File: config.mk
export PLATFORM = sky130hd
export DESIGN_NAME = mie_irq_ctrl
export DESIGN_NICKNAME = d
export VERILOG_FILES = /design/src/inc/mie_pkg.sv /design/src/mie_src_bit.sv /design/src/mie_irq_ctrl.sv
export SDC_FILE = /design/constraint.sdc
export NUM_CORES = 1
export LEC_CHECK = 0
export BUFFER_PORTS_ARGS = -buffer_cell sky130_fd_sc_hd__buf_2
export CELL_PAD_IN_SITES_DETAIL_PLACEMENT = 0
export CELL_PAD_IN_SITES_GLOBAL_PLACEMENT = 2
export CORE_UTILIZATION = 21
export CTS_CLUSTER_DIAMETER = 40
export CTS_CLUSTER_SIZE = 25
export DETAILED_ROUTE_END_ITERATION = 10
export PLACE_DENSITY_LB_ADDON = 0.1
export SLEW_MARGIN = 10
export SYNTH_ARGS = -nofsm -noshare
export SYNTH_HDL_FRONTEND = slang
export SYNTH_HIERARCHICAL = 1
export SYNTH_SLANG_ARGS = --single-unit
File: constraint.sdc
create_clock -name clk -period 2.05 [get_ports clk]
set_clock_uncertainty 0.2 [all_clocks]
set_input_delay 0.1025 -clock clk [delete_from_list [all_inputs] [get_ports clk]]
set_output_delay 0.1025 -clock clk [all_outputs]
set_load 0.005 [all_outputs]
File: src/inc/mie_pkg.sv
package mie_pkg;
  localparam int ADDR_W = 8;
  localparam logic [7:0] OFF_RAW = 8'h00;
  localparam logic [7:0] OFF_ENSTAT = 8'h04;
  localparam logic [7:0] OFF_ENSET = 8'h08;
  localparam logic [7:0] OFF_ENCLR = 8'h0C;
  localparam int BIT_ERR = 0;
  localparam int BIT_WR = 3;
  localparam int BIT_DB = 4;
  localparam int BIT_SB = 5;
  localparam logic [31:0] SRC_MASK = 32'h0000_0039;
  localparam logic [31:0] RESET_VAL = 32'h0000_0000;
  localparam logic [1:0] RESP_OKAY = 2'b00;
  localparam logic [1:0] RESP_SLVERR = 2'b10;
  typedef enum logic [2:0] {
    WS_IDLE = 3'b001,
    WS_RESP = 3'b010,
    WS_HOLD = 3'b100
  } mie_wstate_t;
endpackage

File: src/mie_src_bit.sv
`timescale 1ns/100ps
// one source: enable flag, raw status flag
module mie_src_bit (
  input wire logic clk,
  input wire logic rstn,
  input wire logic hwEvent,
  input wire logic enSet,
  input wire logic enClr,
  input wire logic rawSet,
  input wire logic statClr,
  output logic enable,
  output logic raw
);
  logic enable_next;
  logic raw_next;
  // set has priority over clear on the same source
  assign enable_next = enSet ? 1'b1 : (enClr ? 1'b0 : enable);
  // hardware or software set wins over clear
  assign raw_next = (hwEvent | rawSet) ? 1'b1 : ((statClr & enable) ? 1'b0 : raw);
  always_ff @(posedge clk) begin
    if (!rstn) begin
      enable <= 1'b0;
      raw <= 1'b0;
    end else begin
      enable <= enable_next;
      raw <= raw_next;
    end
  end
endmodule

File: src/mie_irq_ctrl.sv
// The AXI4-Lite register port and the register offsets are this design's own decisions.
`timescale 1ns/100ps
// Notes on behaviour
// - writing one to set bit 5 enables single-bit ECC source, reads one.
// - writing one to set bit 4 enables double-bit ECC source, reads one.
// - writing one to set bit 3 enables write ECC source, reads one.
// - writing one to set bit 0 enables command/address source, reads one.
// - one enable flag per source, seen alike through set and clear registers.
// - writing zero to any enable bit leaves that enable unchanged.
// - writing one to clear bit 5 disables single-bit ECC source.
// - writing one to clear bit 4 disables double-bit ECC source.
// - writing one to clear bit 3 disables write ECC source.
// - writing one to clear bit 0 disables command/address source in both views.
// - bits 31-6 and 2-1 read zero and ignore writes.
// - after reset all enable bits are zero.
// - raw status set by hardware event or software write of one.
// - enabled status is raw gated by enable; writing one clears raw and enabled status only for enabled sources.
module mie_irq_ctrl (
  input wire logic clk,
  input wire logic rstn,
  input wire logic singleBitEccFault,
  input wire logic doubleBitEccFault,
  input wire logic writeEccFault,
  input wire logic cmdAddrFault,
  input wire logic [7:0] s_axi_awaddr,
  input wire logic s_axi_awvalid,
  output logic s_axi_awready,
  input wire logic [31:0] s_axi_wdata,
  input wire logic [3:0] s_axi_wstrb,
  input wire logic s_axi_wvalid,
  output logic s_axi_wready,
  output logic [1:0] s_axi_bresp,
  output logic s_axi_bvalid,
  input wire logic s_axi_bready,
  input wire logic [7:0] s_axi_araddr,
  input wire logic s_axi_arvalid,
  output logic s_axi_arready,
  output logic [31:0] s_axi_rdata,
  output logic [1:0] s_axi_rresp,
  output logic s_axi_rvalid,
  input wire logic s_axi_rready,
  output logic irqOut
);
  // write channel capture
  logic awHave_reg;
  logic wHave_reg;
  logic [7:0] awAddr_reg;
  logic [31:0] wData_reg;
  logic [3:0] wStrb_reg;
  logic awTake;
  logic wTake;
  logic doWrite;
  logic [31:0] wBits;
  logic hitRaw;
  logic hitStat;
  logic hitSet;
  logic hitClr;
  logic wHit;
  logic [31:0] evtVec;
  logic [31:0] enSetVec;
  logic [31:0] enClrVec;
  logic [31:0] rawSetVec;
  logic [31:0] statClrVec;
  logic [31:0] enableVec;
  logic [31:0] rawVec;
  logic [31:0] enStatVec;
  logic [31:0] rdMux;
  logic rdHit;
  logic arTake;
  logic irq_next;

  assign awTake = s_axi_awvalid & s_axi_awready;
  assign wTake = s_axi_wvalid & s_axi_wready;
  assign doWrite = awHave_reg & wHave_reg & ~s_axi_bvalid;
  // only byte lane 0 carries the source bits
  assign wBits = wStrb_reg[0] ? (wData_reg & mie_pkg::SRC_MASK) : mie_pkg::RESET_VAL;
  assign hitRaw = awAddr_reg[7:2] == mie_pkg::OFF_RAW[7:2];
  assign hitStat = awAddr_reg[7:2] == mie_pkg::OFF_ENSTAT[7:2];
  assign hitSet = awAddr_reg[7:2] == mie_pkg::OFF_ENSET[7:2];
  assign hitClr = awAddr_reg[7:2] == mie_pkg::OFF_ENCLR[7:2];
  assign wHit = hitRaw | hitStat | hitSet | hitClr;
  // zero bits produce no strobe, so enables hold
  assign enSetVec = (doWrite & hitSet) ? wBits : mie_pkg::RESET_VAL;
  assign enClrVec = (doWrite & hitClr) ? wBits : mie_pkg::RESET_VAL;
  assign rawSetVec = (doWrite & hitRaw) ? wBits : mie_pkg::RESET_VAL;
  assign statClrVec = (doWrite & hitStat) ? wBits : mie_pkg::RESET_VAL;
  assign evtVec = {26'h000_0000, singleBitEccFault, doubleBitEccFault, writeEccFault, 2'b00, cmdAddrFault};

  genvar gi;
  generate
    for (gi = 0; gi < 32; gi++) begin : gSrc
      if (mie_pkg::SRC_MASK[gi]) begin : gLive
        mie_src_bit uBit (
          .clk(clk),
          .rstn(rstn),
          .hwEvent(evtVec[gi]),
          .enSet(enSetVec[gi]),
          .enClr(enClrVec[gi]),
          .rawSet(rawSetVec[gi]),
          .statClr(statClrVec[gi]),
          .enable(enableVec[gi]),
          .raw(rawVec[gi])
        );
      end else begin : gDead
        assign enableVec[gi] = 1'b0;
        assign rawVec[gi] = 1'b0;
      end
    end
  endgenerate

  assign enStatVec = rawVec & enableVec;
  assign irq_next = |enStatVec;

  // read decode; set and clear both show the shared enables
  assign arTake = s_axi_arvalid & s_axi_arready;
  assign rdHit = (s_axi_araddr[7:2] == mie_pkg::OFF_RAW[7:2]) | (s_axi_araddr[7:2] == mie_pkg::OFF_ENSTAT[7:2])
    | (s_axi_araddr[7:2] == mie_pkg::OFF_ENSET[7:2]) | (s_axi_araddr[7:2] == mie_pkg::OFF_ENCLR[7:2]);
  assign rdMux = (s_axi_araddr[7:2] == mie_pkg::OFF_RAW[7:2]) ? rawVec :
    (s_axi_araddr[7:2] == mie_pkg::OFF_ENSTAT[7:2]) ? enStatVec :
    ((s_axi_araddr[7:2] == mie_pkg::OFF_ENSET[7:2]) | (s_axi_araddr[7:2] == mie_pkg::OFF_ENCLR[7:2])) ?
    enableVec : mie_pkg::RESET_VAL;

  always_ff @(posedge clk) begin
    if (!rstn) begin
      awHave_reg <= 1'b0;
      awAddr_reg <= 8'h00;
      s_axi_awready <= 1'b0;
    end else begin
      s_axi_awready <= ~awHave_reg & ~awTake & ~s_axi_awready;
      if (awTake) begin
        awHave_reg <= 1'b1;
        awAddr_reg <= s_axi_awaddr;
      end else if (doWrite) begin
        awHave_reg <= 1'b0;
      end
    end
  end

  always_ff @(posedge clk) begin
    if (!rstn) begin
      wHave_reg <= 1'b0;
      wData_reg <= 32'h0000_0000;
      wStrb_reg <= 4'h0;
      s_axi_wready <= 1'b0;
    end else begin
      s_axi_wready <= ~wHave_reg & ~wTake & ~s_axi_wready;
      if (wTake) begin
        wHave_reg <= 1'b1;
        wData_reg <= s_axi_wdata;
        wStrb_reg <= s_axi_wstrb;
      end else if (doWrite) begin
        wHave_reg <= 1'b0;
      end
    end
  end

  always_ff @(posedge clk) begin
    if (!rstn) begin
      s_axi_bvalid <= 1'b0;
      s_axi_bresp <= mie_pkg::RESP_OKAY;
    end else if (doWrite) begin
      s_axi_bvalid <= 1'b1;
      s_axi_bresp <= wHit ? mie_pkg::RESP_OKAY : mie_pkg::RESP_SLVERR;
    end else if (s_axi_bready) begin
      s_axi_bvalid <= 1'b0;
    end
  end

  always_ff @(posedge clk) begin
    if (!rstn) begin
      s_axi_arready <= 1'b0;
      s_axi_rvalid <= 1'b0;
      s_axi_rdata <= 32'h0000_0000;
      s_axi_rresp <= mie_pkg::RESP_OKAY;
    end else begin
      s_axi_arready <= ~s_axi_rvalid & ~arTake & ~s_axi_arready;
      if (arTake) begin
        s_axi_rvalid <= 1'b1;
        s_axi_rdata <= rdMux;
        s_axi_rresp <= rdHit ? mie_pkg::RESP_OKAY : mie_pkg::RESP_SLVERR;
      end else if (s_axi_rready) begin
        s_axi_rvalid <= 1'b0;
      end
    end
  end

  always_ff @(posedge clk) begin
    if (!rstn) begin
      irqOut <= 1'b0;
    end else begin
      irqOut <= irq_next;
    end
  end
endmodule

==> impl_metrics.py, run 1 <==
metrics = {
    "critical_path": {
        "crit_path_max_fanout": 5,
        "end_kind": "flop",
        "critPathLaunchType": "flop",
        "cp_data_arrival_time_ns": 1.77,
        "worstSetupPathType": "reg2reg",
        "crit_required_ns": 2.02,
    },
    "power": {
        "p_leak_nw": 0.863,
        "p_per_area_nw_per_um2": 627,
        "max-vdd-ir-drop_mv": 0.203,
    },
    "final_layout": {
        "multi_input_area_um2": 772,
        "register_area_um2": 661,
        "largest_register_ffs": 6,
        "nFillCells": 814,
        "diodes": 0,
        "area_growth_pct": 34.7,
        "nets": 312,
        "drive_gt1_frac": 0.192,
    },
    "timing": {
        "drv_slew": 0,
        "setup_tns_ns": 0,
        "setup_ws_ns": 0.255,
        "grt_setup_unrepaired": "false",
        "period_share": 0.876,
        "hold_viol_final": 0,
        "setup_viol": 0,
        "whs_ns": 0.0142,
        "fin_crit_ns": 1.79,
        "max_freq_mhz": 557,
    },
    "drt": {
        "wl_mm": 3.69,
        "via_per_inst": 4.01,
        "vias": 1401,
        "drtIter0Drc": 41,
        "drtAntennaViolNets": 0,
        "wl_per_cell_um": 10.6,
        "dr.pass1.iters": 4,
        "drcViolationCount": 0,
    },
    "global_routing": {
        "grt-ovfl-total": 0,
        "grtUsageTotal": 0.102,
        "grt_max_degree": 24,
        "grt_pass1_wl_mm": 6.09,
        "antenna_found_initial": 0,
        "grt_pass1_vias": 1314,
    },
    "clocking": {
        "clkLatencyLatePin_ns": 0.28,
        "cts_tree": "done",
        "cts.sinks": 33,
        "cts-root-buf": "clkbuf_8",
        "cts-htree-levels": 2,
        "clk_pin_slew_worst_paths_ns": 0.07,
        "clockBufferDepth": 2,
        "cts_made_buffers": 5,
    },
    "placement": {
        "portBuffers": 39,
        "hpwl_mm": 2.76,
        "post-place-ws_ns": 0.250,
        "routabilityCongestion": 0.654,
    },
    "synthesis": {
        "async_flop_share": 0,
        "synth_area_leaders": "dfxtp_1 (42%), buf_4 (14%), a21boi_0 (6.7%)",
        "synth_top_area_share": 0.419,
        "yosysSeqAreaShare": 0.419,
        "avgSynthCellArea_um2": 8.72,
        "synth.cell_area_um2": 1580,
        "synth_seq_cells": 33,
        "synth.distinct_cells": 28,
        "synthCells": 181,
        "yosys_warnings": 6,
        "synth_largest_area_cell": "dfxtp_1",
        "synth_flop_cell": "dfxtp_1",
        "synth_edf_count": 0,
    },
    "outcome": {
        "status": "completed",
    },
    "die": {
        "dieArea_um2": 7860,
        "dieHeight_um": 88.7,
        "initial_utilization": 0.218,
        "io_pins": 105,
        "core_area_um2": 7250,
        "die-width_um": 88.7,
        "rows": 31,
    },
    "run": {
        "cap_violations": 0,
    },
    "hold_path": {
        "hold_path_class": "in2reg",
    },
}
[area by class of cell]
class	instances	share of cell area
clock buffer	6	0.0341
clock inverter	2	0.00471
inverter	1	0.00177
multi-input combinational	140	0.363
sequential	33	0.311
tap	99	0.0583
timing repair buffer	68	0.227
[layout by cell type (no fill, tap or decap), drive strengths merged, types with 2 or more instances in the layout]
cell         synthesis  layout
a21boi              18      18
a22oi                2       2
buf                 31      40
clkbuf               5       6
clkinv               0       2
conb                 1      30
dfxtp               33      33
dlygate4sd3          0      28
nand2               16      16
nand2b               4       4
nand3               16      16
nand4                4       4
nor2                13      13
nor2b                5       5
nor3                 4       4
nor3b                3       3
nor4                 2       2
o21a                 5       5
o21ai                6       6
o221ai               4       4
o31a                 4       4
[synth_stat cells (all sizes together), types with 3 or more instances]
cell type / count
a21boi: 18
buf: 31
clkbuf: 5
dfxtp: 33
nand2: 16
nand2b: 4
nand3: 16
nand4: 4
nor2: 13
nor2b: 5
nor3: 4
nor3b: 3
o21a: 5
o21ai: 6
o221ai: 4
o31a: 4
[cell families (layout without fill, tap and decap cells)]
| family | Yosys count | after routing | share of synthesized area |
|---|---|---|---|
| simple gates | 70 | 70 | 0.229 |
| buf+inv | 37 | 77 | 0.161 |
| other cells | 1 | 30 | 0.00238 |
| flops | 33 | 33 | 0.419 |
| compound gates | 40 | 40 | 0.189 |
[where the power goes]
| group | total [W] | internal, W | switching (W) |
|---|---|---|---|
| Clock | 0.000474 | 0.000235 | 0.000238 |
| Combinational | 0.000161 | 0.0000883 | 0.0000727 |
| Sequential | 0.000699 | 0.000669 | 0.0000296 |
[worst max-delay path, stage by stage, from the launching register on]
cell and delay, ns:
dfxtp_1 0.33, nor4_4 0.41, nand4_1 0.28, nor2_1 0.15, a21boi_1 0.08, o31a_1 0.24
[per-stage QoR]
stage	power [W]	util	instances	area [um2]
floorplan	0.000819	-	210	1690
global placement	0.000837	0.243	313	1760
detailed placement	0.000839	0.243	313	1760
CTS	0.00136	0.293	349	2130
global route	0.00141	0.293	349	2130
finish	0.00133	0.293	349	2130
[repair_timing]
| action | 4_1_cts | 5_1_grt |
|---|---|---|
| hold buffers | 28 | 0 |
| hold endpoints to repair | 17 | 0 |
| setup buffers | 0 | 0 |
| resized for setup | 0 | 0 |
[metal layers]
layer,share of wire,track usage,vias to the layer above
met4,0.015,0.0396,0
met2,0.47,0.162,39
met3,0.051,0.0280,5
met1,0.46,0.130,648
li1,-,-,709
met5,0,0,-
[path summary, 6_finish.rpt]
path	endpoint	cells past startpoint	slack, ns	from
worst max register to register	gSrc[4].gLive.uBit/raw	5	0.26	awAddr_reg[5]
worst min-delay path	s_axi_rdata[5]	4	0.01	s_axi_araddr[4]
worst max-delay path	gSrc[4].gLive.uBit/raw	5	0.26	awAddr_reg[5]
worst min register to register	s_axi_awready	1	0.24	awHave_reg
No activity file was read; power rests on OpenSTA's default activity.
==> inputs of run 2 (changes only) <==
Settings changed: CORE_MARGIN set to 8, CTS_BUF_LIST set to sky130_fd_sc_hd__clkbuf_4 sky130_fd_sc_hd__clkbuf_8 sky130_fd_sc_hd__clkbuf_16.
==> impl_metrics.py, run 2 (synthesis results as in run 1) <==
metrics = {
    "run": {
        "cap_violations": 0,
    },
    "final_layout": {
        "fin_cells": 349,
        "nets": 312,
        "finalInstanceArea_um2": 2160,
        "post-route-util": 0.298,
        "area_growth_pct": 37.1,
        "drive_gt1_frac": 0.196,
        "final_cell_mix": "buf_2 (39), dfxtp_1 (33), conb_1 (30)",
        "diodes": 0,
        "final_common_cell": "buf_2",
        "largest_register_ffs": 6,
    },
    "drt": {
        "wl_per_cell_um": 12.4,
        "vias": 1422,
        "drtAntennaViolNets": 0,
        "drcViolationCount": 0,
        "dr.pass1.iters": 4,
        "via_per_inst": 4.07,
        "wl_mm": 4.34,
        "drtIter0Drc": 35,
    },
    "hold_path": {
        "hp-start": "s_axi_araddr[2]",
        "hold_path_class": "in2reg",
    },
    "timing": {
        "drv_slew": 0,
        "setup_tns_ns": 0,
        "max_freq_mhz": 556,
        "setup_viol": 0,
        "period_share": 0.878,
        "hold_viol_final": 0,
        "grt_setup_unrepaired": "false",
        "fin_crit_ns": 1.80,
    },
    "placement": {
        "hpwl_mm": 3.27,
        "routabilityCongestion": 0.676,
        "portBuffers": 39,
        "dp_cells": 313,
        "placed_area_um2": 1760,
    },
    "critical_path": {
        "worstSetupPathType": "reg2reg",
        "crit_path_start": "awAddr_reg[5]",
        "end_kind": "flop",
        "r2r_start": "awAddr_reg[5]",
        "critPathLaunchType": "flop",
        "cp_data_arrival_time_ns": 1.77,
        "crit_path_max_fanout": 5,
        "crit_required_ns": 2.02,
    },
    "power": {
        "p_sw_w": 0.000346,
        "pwr-share-seq": 0.461,
        "p_int_w": 0.00117,
        "p_per_area_nw_per_um2": 700,
        "total_power_w": 0.00151,
        "p_leak_nw": 0.880,
        "clkPwrFrac": 0.429,
        "max-vdd-ir-drop_mv": 0.338,
        "swShare": 0.229,
        "combPwrFrac": 0.110,
    },
    "clocking": {
        "cts-htree-levels": 2,
        "cts_made_buffers": 5,
        "clkLatencyLatePin_ns": 0.28,
        "cts-root-buf": "clkbuf_8",
        "cts_tree": "done",
        "cts_resized": 0,
        "cts.sinks": 33,
        "clockBufferDepth": 2,
        "clk_pin_slew_worst_paths_ns": 0.07,
    },
    "global_routing": {
        "grtUsageTotal": 0.0876,
        "antenna_found_initial": 0,
        "grt_pass1_wl_mm": 7.07,
        "grt-ovfl-total": 0,
        "grt_pass1_vias": 1519,
        "grt_max_degree": 29,
    },
    "die": {
        "dieHeight_um": 103,
        "core_area_um2": 7250,
        "rows": 31,
        "initial_utilization": 0.218,
        "dieArea_um2": 10500,
        "io_pins": 105,
        "die-width_um": 103,
    },
    "outcome": {
        "status": "completed",
    },
}
[run 2: cell count changes in the layout (fill, tap and decap cells not counted), sizes merged]
| cell | change |
|---|---|
| clkinv | -2 |
| bufinv | +1 |
| clkbuf | +1 |
[run 2: final cells by class]
| type | instances | area (um2) |
|---|---|---|
| clock buffers | 7 | 90.1 |
| clock inverters | 1 | 30.0 |
| fillers | 784 | 5090 |
| inverters | 1 | 3.75 |
| multi-input cells | 140 | 772 |
| flip-flops and latches | 33 | 661 |
| well taps | 99 | 124 |
| repair buffers | 68 | 483 |
[run 2: worst paths after layout]
path | endpoint | slack [ns] | cells past startpoint
worst max register to register | gSrc[5].gLive.uBit/raw | 0.25 | 5
worst min register to register | s_axi_arready | 0.24 | 1
worst min-delay path | s_axi_rdata[0] | 0.05 | 4
worst max-delay path | gSrc[5].gLive.uBit/raw | 0.25 | 5
[run 2: worst max-delay path, cell delays in order, from the launching register on]
cell and delay (ns):
dfxtp_1 0.34, nor4_4 0.43, nand4_1 0.25, nor2_1 0.15, a21boi_1 0.07, o31a_1 0.23
[run 2: metal layers]
metal / global-route usage / share of wire / vias up
met2: 0.146 / 0.50 / 42
met4: 0.0598 / 0.032 / 0
met5: 0 / 0 / -
met1: 0.0999 / 0.43 / 663
met3: 0.0155 / 0.039 / 11
li1: - / - / 706
[run 2: what timing repair did]
item / 4_1_cts / 5_1_grt
endpoints found under the hold margin: 17 / 0
setup endpoints to repair: 0 / 0
buffers inserted: 0 / 0
hold buffers: 28 / 0
[run 2: power by group through the flow]
stage,combinational [W],sequential [W],clock (W)
after floorplan,0.000116,0.000703,0
after global placement,0.000125,0.000711,0
after detailed placement,0.000127,0.000712,0
after CTS,0.000165,0.000697,0.000670
after global routing,0.000187,0.000703,0.000703
final,0.000166,0.000698,0.000649
[run 2: stage by stage]
stage	setup WS, ns	hold slack [ns]
2_1_floorplan	0.499	0.0200
3_3_place_gp	0.223	0.127
3_5_place_dp	0.249	0.127
4_1_cts	0.228	0.0361
5_1_grt	0.0709	0.0869
6_report	0.251	0.0503
==> inputs of run 3 (changes only) <==
Settings changed: CTS_CLUSTER_SIZE 25 to 20, PLACE_DENSITY_LB_ADDON 0.1 to 0.12, TNS_END_PERCENT set to 100.
==> impl_metrics.py, run 3 (synthesis results as in run 1) <==
metrics = {
    "clocking": {
        "cts_resized": 0,
        "post_cts_buffers": 0,
        "clk_pin_slew_worst_paths_ns": 0.07,
        "clkLatencyLatePin_ns": 0.28,
        "cts-htree-levels": 2,
        "cts_made_buffers": 5,
        "cts_tree": "done",
        "cts-root-buf": "clkbuf_8",
        "cts.sinks": 33,
        "clockBufferDepth": 2,
    },
    "critical_path": {
        "slowest_delay_ns": 0.43,
        "cp_data_arrival_time_ns": 1.78,
        "crit_required_ns": 2.02,
        "crit_path_max_fanout": 5,
        "crit_path_top_delay_cell": "nor4_4",
        "end_kind": "flop",
        "worstSetupPathType": "reg2reg",
        "critPathLaunchType": "flop",
        "path_cells": "nor4_4 -> nand4_1 -> nor2_1 -> a21boi_1 -> o31a_1",
    },
    "power": {
        "combPwrFrac": 0.121,
        "total_power_w": 0.00138,
        "swShare": 0.246,
        "pwr-share-seq": 0.507,
        "p_sw_w": 0.000339,
        "p_int_w": 0.00104,
        "max-vdd-ir-drop_mv": 0.206,
        "p_per_area_nw_per_um2": 645,
        "clkPwrFrac": 0.372,
        "p_leak_nw": 0.866,
    },
    "final_layout": {
        "drive_gt1_frac": 0.193,
        "final_cell_mix": "buf_2 (39), dfxtp_1 (33), conb_1 (30)",
        "diodes": 0,
        "nets": 312,
        "largest_register_ffs": 6,
        "final_common_cell": "buf_2",
        "area_growth_pct": 35.2,
    },
    "timing": {
        "fin_crit_ns": 1.80,
        "max_freq_mhz": 555,
        "setup_tns_ns": 0,
        "hold_viol_final": 0,
        "period_share": 0.880,
        "setup_viol": 0,
        "drv_slew": 0,
        "worst_pin_slew_ns": 0.510,
        "whs_ns": 0.0311,
        "slew_headroom": 0.660,
        "setup_ws_ns": 0.247,
        "grt_setup_unrepaired": "false",
    },
    "drt": {
        "drtIter0Drc": 56,
        "wl_per_cell_um": 12.4,
        "dr.pass1.iters": 5,
        "drcViolationCount": 0,
        "wl_mm": 4.31,
        "drtAntennaViolNets": 0,
        "vias": 1424,
        "via_per_inst": 4.09,
    },
    "die": {
        "rows": 31,
        "dieHeight_um": 103,
        "core_area_um2": 7250,
        "die-width_um": 103,
        "io_pins": 105,
        "initial_utilization": 0.218,
        "dieArea_um2": 10500,
    },
    "global_routing": {
        "grt_pass1_wl_mm": 7.16,
        "grt_max_degree": 29,
        "grtUsageTotal": 0.0871,
        "antenna_found_initial": 0,
        "grt-ovfl-total": 0,
        "grt_pass1_vias": 1468,
    },
    "placement": {
        "routabilityCongestion": 0.640,
        "hpwl_mm": 3.18,
        "portBuffers": 39,
        "post-place-ws_ns": 0.238,
    },
    "outcome": {
        "status": "completed",
    },
    "hold_path": {
        "hold_path_class": "in2reg",
    },
    "run": {
        "cap_violations": 0,
    },
}
-- run 3: cell count changes in the layout (fill, tap and decap cells not counted), sizes merged --
cell / previous run / this run
bufinv: 1 / 0
-- run 3: per-layer routing --
metal  share of wire  GRT usage  vias up
met5               0          0        -
met4           0.019     0.0440        0
met3           0.054     0.0169        6
met2            0.48      0.144       45
met1            0.44      0.105      663
li1                -          -      710
-- run 3: worst max-delay path: cells and delay by family, from the launching register on --
family / cells / cell delay, ns
AOI/OAI and AO/OA: 2 / 0.31
and+or+nand+nor: 3 / 0.85
DFF: 1 / 0.34
-- run 3: area by class of cell --
type | count | area [um2]
multi-input combinational | 140 | 772
inverter | 1 | 3.75
tap | 99 | 124
clock buffer | 7 | 90.1
timing repair buffer | 68 | 483
sequential | 33 | 661
fill | 795 | 5120
-- run 3: timing repair --
item	4_1_cts	5_1_grt
hold buffers	28	0
endpoints found under the hold margin	17	0
setup endpoints to repair	0	0
-- run 3: worst paths after layout --
path / startpoint / endpoint / slack (ns) / depth (start not counted)
min: s_axi_araddr[4] / s_axi_rdata[5] / 0.03 / 4
max reg2reg: awAddr_reg[5] / gSrc[3].gLive.uBit/raw / 0.25 / 5
max: awAddr_reg[5] / gSrc[3].gLive.uBit/raw / 0.25 / 5
min reg2reg: s_axi_rvalid / s_axi_arready / 0.25 / 1
-- run 3: metrics by stage --
step           cell area [um2]  std cells  utilization
2_1_floorplan             1690        210            -
3_3_place_gp              1760        313        0.243
3_5_place_dp              1760        313        0.243
4_1_cts                   2130        348        0.294
5_1_grt                   2130        348        0.294
6_report                  2130        348        0.294
-- run 3: power groups by stage --
stage,sequential (W),clock [W],combinational (W)
floorplan,0.000703,0,0.000116
global placement,0.000714,0,0.000129
detailed placement,0.000713,0,0.000128
CTS,0.000698,0.000535,0.000166
global route,0.000703,0.000574,0.000188
finish,0.000698,0.000512,0.000166
